--- config.mk ---
export PLATFORM = sky130hd
export DESIGN_NAME = tpl_latch
export DESIGN_NICKNAME = d
export VERILOG_FILES = /design/src/rtl/tpl_pkg.sv /design/src/rtl/tpl_channel.sv /design/src/rtl/tpl_latch.sv
export SDC_FILE = /design/constraint.sdc
export NUM_CORES = 1
export LEC_CHECK = 0
export ABC_CLOCK_PERIOD_IN_PS = 2500
export BUFFER_PORTS_ARGS = -buffer_cell sky130_fd_sc_hd__clkbuf_2
export CELL_PAD_IN_SITES_DETAIL_PLACEMENT = 0
export CELL_PAD_IN_SITES_GLOBAL_PLACEMENT = 2
export CORE_UTILIZATION = 33
export CTS_CLUSTER_SIZE = 25
export DETAILED_ROUTE_END_ITERATION = 10
export PLACE_DENSITY_LB_ADDON = 0.1
export SYNTH_ARGS = -nofsm -noshare
export SYNTH_HDL_FRONTEND = slang
export SYNTH_SLANG_ARGS = --single-unit
--- constraint.sdc ---
create_clock -name ref_clk -period 2.5 [get_ports ref_clk]
set_input_delay 0.5 -clock ref_clk [delete_from_list [all_inputs] [get_ports ref_clk]]
set_output_delay 0.5 -clock ref_clk [all_outputs]
set_load 0.1 [all_outputs]
--- src/rtl/tpl_pkg.sv ---
// Purpose: Shared constants and types of the touch probe position latch.
// Assumes: Object indices are the 16-bit indices that the controller uses.
// Notes: One control byte and one status byte per channel.
package tpl_pkg;

   // ---------------------------------------------------------------
   // Object indices
   // ---------------------------------------------------------------
   localparam logic [15:0] TPL_IDX_CONTROL = 16'h60b8;
   localparam logic [15:0] TPL_IDX_STATUS = 16'h60b9;
   localparam logic [15:0] TPL_IDX_POS_ONE = 16'h60ba;
   localparam logic [15:0] TPL_IDX_POS_TWO = 16'h60bc;

   // ---------------------------------------------------------------
   // Field positions and reset values
   // ---------------------------------------------------------------
   localparam int TPL_CH_ONE_LSB = 0;
   localparam int TPL_CH_TWO_LSB = 8;
   localparam int TPL_BIT_ENABLE = 0;
   localparam int TPL_BIT_CONT = 1;
   localparam int TPL_BIT_SRC = 2;
   localparam int TPL_BIT_POS_EDGE = 4;
   localparam logic [15:0] TPL_CONTROL_RST = 16'h0000;
   localparam logic [7:0] TPL_STATUS_RST = 8'h00;
   localparam logic [31:0] TPL_POS_RST = 32'h0000_0000;

   // Control byte of one channel, bit 0 at the bottom.
   typedef struct packed {
      logic [1:0] spare_hi;
      logic edge_neg;
      logic edge_pos;
      logic spare_lo;
      logic src_index;
      logic continuous;
      logic enable;
   } tpl_chan_ctrl_type;

   // Status byte of one channel, bit 0 at the bottom.
   typedef struct packed {
      logic [4:0] spare;
      logic neg_done;
      logic pos_done;
      logic enabled;
   } tpl_chan_stat_type;

   typedef struct packed {
      logic prev;
      tpl_chan_stat_type status;
      logic [31:0] pos;
   } tpl_chan_state_type;

   typedef struct packed {
      logic [15:0] ctrl;
      logic [31:0] rdata;
      logic ack;
   } tpl_top_state_type;

endpackage

--- src/rtl/tpl_channel.sv ---
// Purpose: One latch channel: edge detection, arming and position capture.
// Assumes: Trigger, index and position are synchronous to ref_clk.
// Notes: ALLOW_INDEX lets the control byte pick the encoder index pulse.
`timescale 1ns/100ps
module tpl_channel
   import tpl_pkg::*;
#(
   parameter bit ALLOW_INDEX = 1'b0
) (
   input wire logic ref_clk,
   input wire logic sys_rst,
   input wire tpl_chan_ctrl_type ctrl,
   input wire logic trig_in,
   input wire logic index_in,
   input wire logic [31:0] position,
   output tpl_chan_stat_type status_q,
   output logic [31:0] capture_q
);

   tpl_chan_state_type st_q;
   tpl_chan_state_type st_d;
   logic trig;
   logic rise;
   logic fall;
   logic take_rise;
   logic take_fall;

   // ---------------------------------------------------------------
   // Trigger selection and capture
   // ---------------------------------------------------------------
   // Only the first channel may choose the index pulse.
   assign trig = (ALLOW_INDEX && ctrl.src_index) ?
      index_in : trig_in;
   assign rise = trig & ~st_q.prev;
   assign fall = ~trig & st_q.prev;
   // Single mode takes one event per edge until rearmed.
   assign take_rise = ctrl.enable && ctrl.edge_pos && rise &&
      (ctrl.continuous || !st_q.status.pos_done);
   assign take_fall = ctrl.enable && ctrl.edge_neg && fall &&
      (ctrl.continuous || !st_q.status.neg_done);

   always_comb begin
      st_d = st_q;
      st_d.prev = trig;
      if (!ctrl.enable) begin
         st_d.status = TPL_STATUS_RST;
      end else begin
         st_d.status.enabled = 1'b1;
         // Dropping an edge enable rearms that edge for single mode.
         if (!ctrl.edge_pos) begin
            st_d.status.pos_done = 1'b0;
         end
         if (!ctrl.edge_neg) begin
            st_d.status.neg_done = 1'b0;
         end
         if (take_rise) begin
            st_d.status.pos_done = 1'b1;
            st_d.pos = position;
         end
         if (take_fall) begin
            st_d.status.neg_done = 1'b1;
            st_d.pos = position;
         end
      end
   end

   always_ff @(posedge ref_clk) begin
      if (sys_rst) begin
         st_q <= '{prev: 1'b0, status: TPL_STATUS_RST, pos: TPL_POS_RST};
      end else begin
         st_q <= st_d;
      end
   end

   assign status_q = st_q.status;
   assign capture_q = st_q.pos;
endmodule

--- src/rtl/tpl_latch.sv ---
// Purpose: Two-channel touch probe position latch with object access port.
// Assumes: Controller accesses are one-cycle strobes on ref_clk.
// Notes: Read data and acknowledge come one cycle after the strobe.
`timescale 1ns/100ps
module tpl_latch
   import tpl_pkg::*;
(
   input wire logic ref_clk,
   input wire logic sys_rst,
   input wire logic [15:0] obj_index,
   input wire logic obj_wr,
   input wire logic [31:0] obj_wdata,
   input wire logic obj_rd,
   output logic [31:0] obj_rdata_q,
   output logic obj_ack_q,
   input wire logic probe_one_trigger_input,
   input wire logic probe_two_trigger_input,
   input wire logic encoder_index_pulse,
   input wire logic [31:0] actual_position,
   input wire logic homing_active
);

   tpl_top_state_type st_q;
   tpl_top_state_type st_d;
   tpl_chan_stat_type stat_one;
   tpl_chan_stat_type stat_two;
   logic [31:0] cap_one;
   logic [31:0] cap_two;
   logic [15:0] status_word;
   logic [15:0] wr_word;

   // ---------------------------------------------------------------
   // Channels
   // ---------------------------------------------------------------
   // Separate instances keep the two channels from blocking each other.
   tpl_channel #(.ALLOW_INDEX(1'b1)) u_chan_one (
      .ref_clk(ref_clk),
      .sys_rst(sys_rst),
      .ctrl(tpl_chan_ctrl_type'(st_q.ctrl[7:0])),
      .trig_in(probe_one_trigger_input),
      .index_in(encoder_index_pulse),
      .position(actual_position),
      .status_q(stat_one),
      .capture_q(cap_one)
   );

   tpl_channel #(.ALLOW_INDEX(1'b0)) u_chan_two (
      .ref_clk(ref_clk),
      .sys_rst(sys_rst),
      .ctrl(tpl_chan_ctrl_type'(st_q.ctrl[15:8])),
      .trig_in(probe_two_trigger_input),
      .index_in(1'b0),
      .position(actual_position),
      .status_q(stat_two),
      .capture_q(cap_two)
   );

   assign status_word = {stat_two, stat_one};

   // ---------------------------------------------------------------
   // Object access
   // ---------------------------------------------------------------
   always_comb begin
      st_d = st_q;
      st_d.ack = obj_rd;
      wr_word = obj_wdata[15:0];
      // A set rising-edge enable pins the source bit of its channel.
      if (st_q.ctrl[TPL_CH_ONE_LSB + TPL_BIT_POS_EDGE]) begin
         wr_word[TPL_CH_ONE_LSB + TPL_BIT_SRC] =
            st_q.ctrl[TPL_CH_ONE_LSB + TPL_BIT_SRC];
      end
      if (st_q.ctrl[TPL_CH_TWO_LSB + TPL_BIT_POS_EDGE]) begin
         wr_word[TPL_CH_TWO_LSB + TPL_BIT_SRC] =
            st_q.ctrl[TPL_CH_TWO_LSB + TPL_BIT_SRC];
      end
      if (obj_wr && obj_index == TPL_IDX_CONTROL) begin
         st_d.ctrl = wr_word;
      end
      // Homing wins over any write that would enable channel one.
      if (homing_active) begin
         st_d.ctrl[TPL_CH_ONE_LSB + TPL_BIT_ENABLE] = 1'b0;
      end
      // Read data holds between reads; an unmapped index answers zero.
      if (!obj_rd) begin
         st_d.rdata = st_q.rdata;
      end else if (obj_index == TPL_IDX_CONTROL) begin
         st_d.rdata = {16'h0000, st_q.ctrl};
      end else if (obj_index == TPL_IDX_STATUS) begin
         st_d.rdata = {16'h0000, status_word};
      end else if (obj_index == TPL_IDX_POS_ONE) begin
         st_d.rdata = cap_one;
      end else if (obj_index == TPL_IDX_POS_TWO) begin
         st_d.rdata = cap_two;
      end else begin
         st_d.rdata = 32'h0000_0000;
      end
   end

   always_ff @(posedge ref_clk) begin
      if (sys_rst) begin
         st_q <= '{ctrl: TPL_CONTROL_RST, rdata: 32'h0000_0000, ack: 1'b0};
      end else begin
         st_q <= st_d;
      end
   end

   assign obj_rdata_q = st_q.rdata;
   assign obj_ack_q = st_q.ack;
endmodule

==> qor.yml <==
synth:
  ys_types: 38
  synth_top_family_by_area: "multiplexers"
  synth_area_um2: 5074
  synth_seq_cells: 121
  synth_fa_ha_area_share_pct: 0
  syn_area_per_cell_um2: 9.929
  synth_nets: 599
  synth_xor_area_share_pct: 0
  synth_area_leader_cell: "dfxtp_1"
  yosysWarningCount: 0
  synthCells: 511
  synth_edf_count: 0
  synth_compound_area_share_pct: 11.99
  synth-simple-area-share_pct: 14.80
  ys.flop_type: "dfxtp_1"
  async_flop_share_pct: 0
  synth_mux_area_share_pct: 17.44
  ys_seq_area_share_pct: 47.74
  synth_top_area_share_pct: 47.74
  synth.top_cells.by_area: "dfxtp_1, mux2i_1, nor2_1, buf_4, a22oi_1"
timing:
  finalSetupViolCount: 0
  timing_worst_slew_pin_value_ps: 726.6
  relSlewSlack_pct: 51.56
  finalMaxSlewViolations: 0
  fmax_mhz: 505.4
  rsz0062_at_grt: "false"
  fin_setup_tns_ps: 0
  hold_violations: 0
  fin_skew_ps: 6.229
  period_share_pct: 79.15
  fin_crit_ps: 1979
floorplan:
  core_region_area_um2: 14750
  die_w_um: 126.0
  num_rows: 44
  io_pins: 121
  chipHeight_um: 126.0
  start_util_pct: 34.39
  die-area_um2: 15870
global_route:
  grt.total_usage_pct: 17.40
  grt_overflow: 0
  antenna_found_initial: 1
  grt_pass1_wl_um: 21040
  grt_max_degree: 68
  grt_pass1_vias: 3898
layout:
  final_util_pct: 42.33
  fin_cells: 783
  final_common_cell: "dfxtp_1"
  syn2layout_area_growth_pct: 23.08
  fin_nets: 674
  fin_area_um2: 6245
  multi_input_area_um2: 2260
  fillers: 1464
  final_cell_mix: "dfxtp_1, nor2_1, clkbuf_2"
  final_layout_size_suffix_gt1_share_pct: 27.42
  ff_latch_area_um2: 2422
placed_design:
  port_buffers: 104
  placed_area_um2: 5604
  dp_cells: 751
  dp_hpwl_um: 8617
  gp_congestion: 0.7582
routing:
  detail-route-antenna-nets: 0
  drcViolationCount: 0
  drt-total-wl_um: 12760
  drt_iter0_drc: 202
  firstDrtPassIters: 4
  route.detailed.wl_per_inst_um: 16.30
  viasPerCell: 4.925
  vias: 3856
min_path:
  holdPathEnd: "st_q[33]"
  min_path_cells: 2
  hp-start: "homing_active"
  hold_path_class: "in -> reg"
clock_tree:
  clock_sinks: 121
  cts_hold_buf: 0
  cts_max_path_buffers: 2
  postCtsSetupBuffers: 0
  clk_latency_ps: 410
  ctsRootBufferMaster: "clkbuf_16"
  clk_pin_slew_worst_paths_ps: 50
  h-tree-depth: 4
  cts_buffers: 17
  cts_tree: "built"
  cts_resized: 0
setup_path:
  startpoint_type: "register"
  r2r-start: "st_q[35]"
  critPathKind: "reg -> reg"
  crit_required_ps: 2770
  reg2reg_depth: 6
  r2r_setup_slack_ps: 520
  crit_fanout: 32
  r2r_end: "u_chan_one.capture_q[13]"
  crit_arrival_ps: 2240
  cp-startpoint: "st_q[35]"
  crit_path_end_kind: "register"
flow_run:
  drv_cap: 0
power:
  power.density_nw_per_um2: 768.4
  ir_drop_mv: 0.4926
  fin_total_pwr_mw: 4.799
  leakage_nw: 2.959
outcome:
  status: "finished, final reports clean"
area by class of cell:
class                           instances  share of cell area, %
Sequential cell                       121                  38.79
Multi-Input combinational cell        323                  36.19
Timing Repair Buffer                  120                  10.90
Clock buffer                           23                  7.974
Tap cell                              184                  3.687
Clock inverter                          8                  2.244
Inverter                                3                 0.1803
Antenna cell                            1                0.04007
critical path: stages, from the launching register on:
cell	delay, ps
dfxtp_1	410
mux2i_2	400
mux2i_1	190
o221ai_4	220
buf_12	280
mux2i_1	230
nor2_1	60
flip-flops by register name, summed over array words and instances (netlist names):
name and count:
u_chan_one.capture_q 32, obj_ack_q 1, u_chan_two.st_q 1, st_q 16, u_chan_two.capture_q 32, u_chan_one.status_q 3, u_chan_one.st_q 1, obj_rdata_q 32
u_chan_two.status_q 3
cell families after synthesis:
family,Yosys count
compound gates,77
buf+inv,67
flops,121
mux,88
simple gates,158
through the flow:
step	setup slack, ps	hold slack (ps)
6_report	521.3	255.6
5_1_grt	385.3	228.2
4_1_cts	522.6	233.7
3_5_place_dp	233.0	478.5
3_3_place_gp	236.3	466.5
2_1_floorplan	605.0	430.8
cells in the mapped netlist (2+ instances only):
cell type / instances
nor2_1: 116
buf_4: 32
a221oi_1: 2
mux2i_1: 87
clkbuf_1: 22
nand2_1: 9
nor4b_2: 2
a21oi_1: 11
dfxtp_1: 121
a22oi_1: 26
a221o_1: 8
nor3_1: 9
o221ai_1: 2
nand4b_1: 2
o21ai_0: 3
a22o_1: 16
buf_2: 5
nor3b_1: 3
buf_6: 4
a211oi_1: 6
inv_1: 3
nor2b_1: 6
report_power, final:
| group | internal, mW | switching, mW | total (mW) |
|---|---|---|---|
| Clock | 1.79 | 0.832 | 2.62 |
| Sequential | 1.94 | 0.00633 | 1.95 |
| Combinational | 0.0724 | 0.161 | 0.233 |
| Total | 3.80 | 0.999 | 4.80 |
layer usage:
metal / routed length, um / share of wire, % / GRT usage (%)
met2: 5690 / 45 / 27.10
met4: 125 / 0.98 / 5.315
met3: 722 / 5.7 / 5.990
met5: 0 / 0 / 0
met1: 6222 / 49 / 22.63
worst max path at each step:
stage,slack [ps],to
after CTS,520,u_chan_one.capture_q[10]
after floorplan,610,st_q[37]
after global routing,390,u_chan_one.capture_q[13]
final,520,u_chan_one.capture_q[13]
after global placement,240,obj_rdata_q[5]
after detailed placement,230,obj_rdata_q[5]
Note: power is estimated with default switching activity, not from simulation.
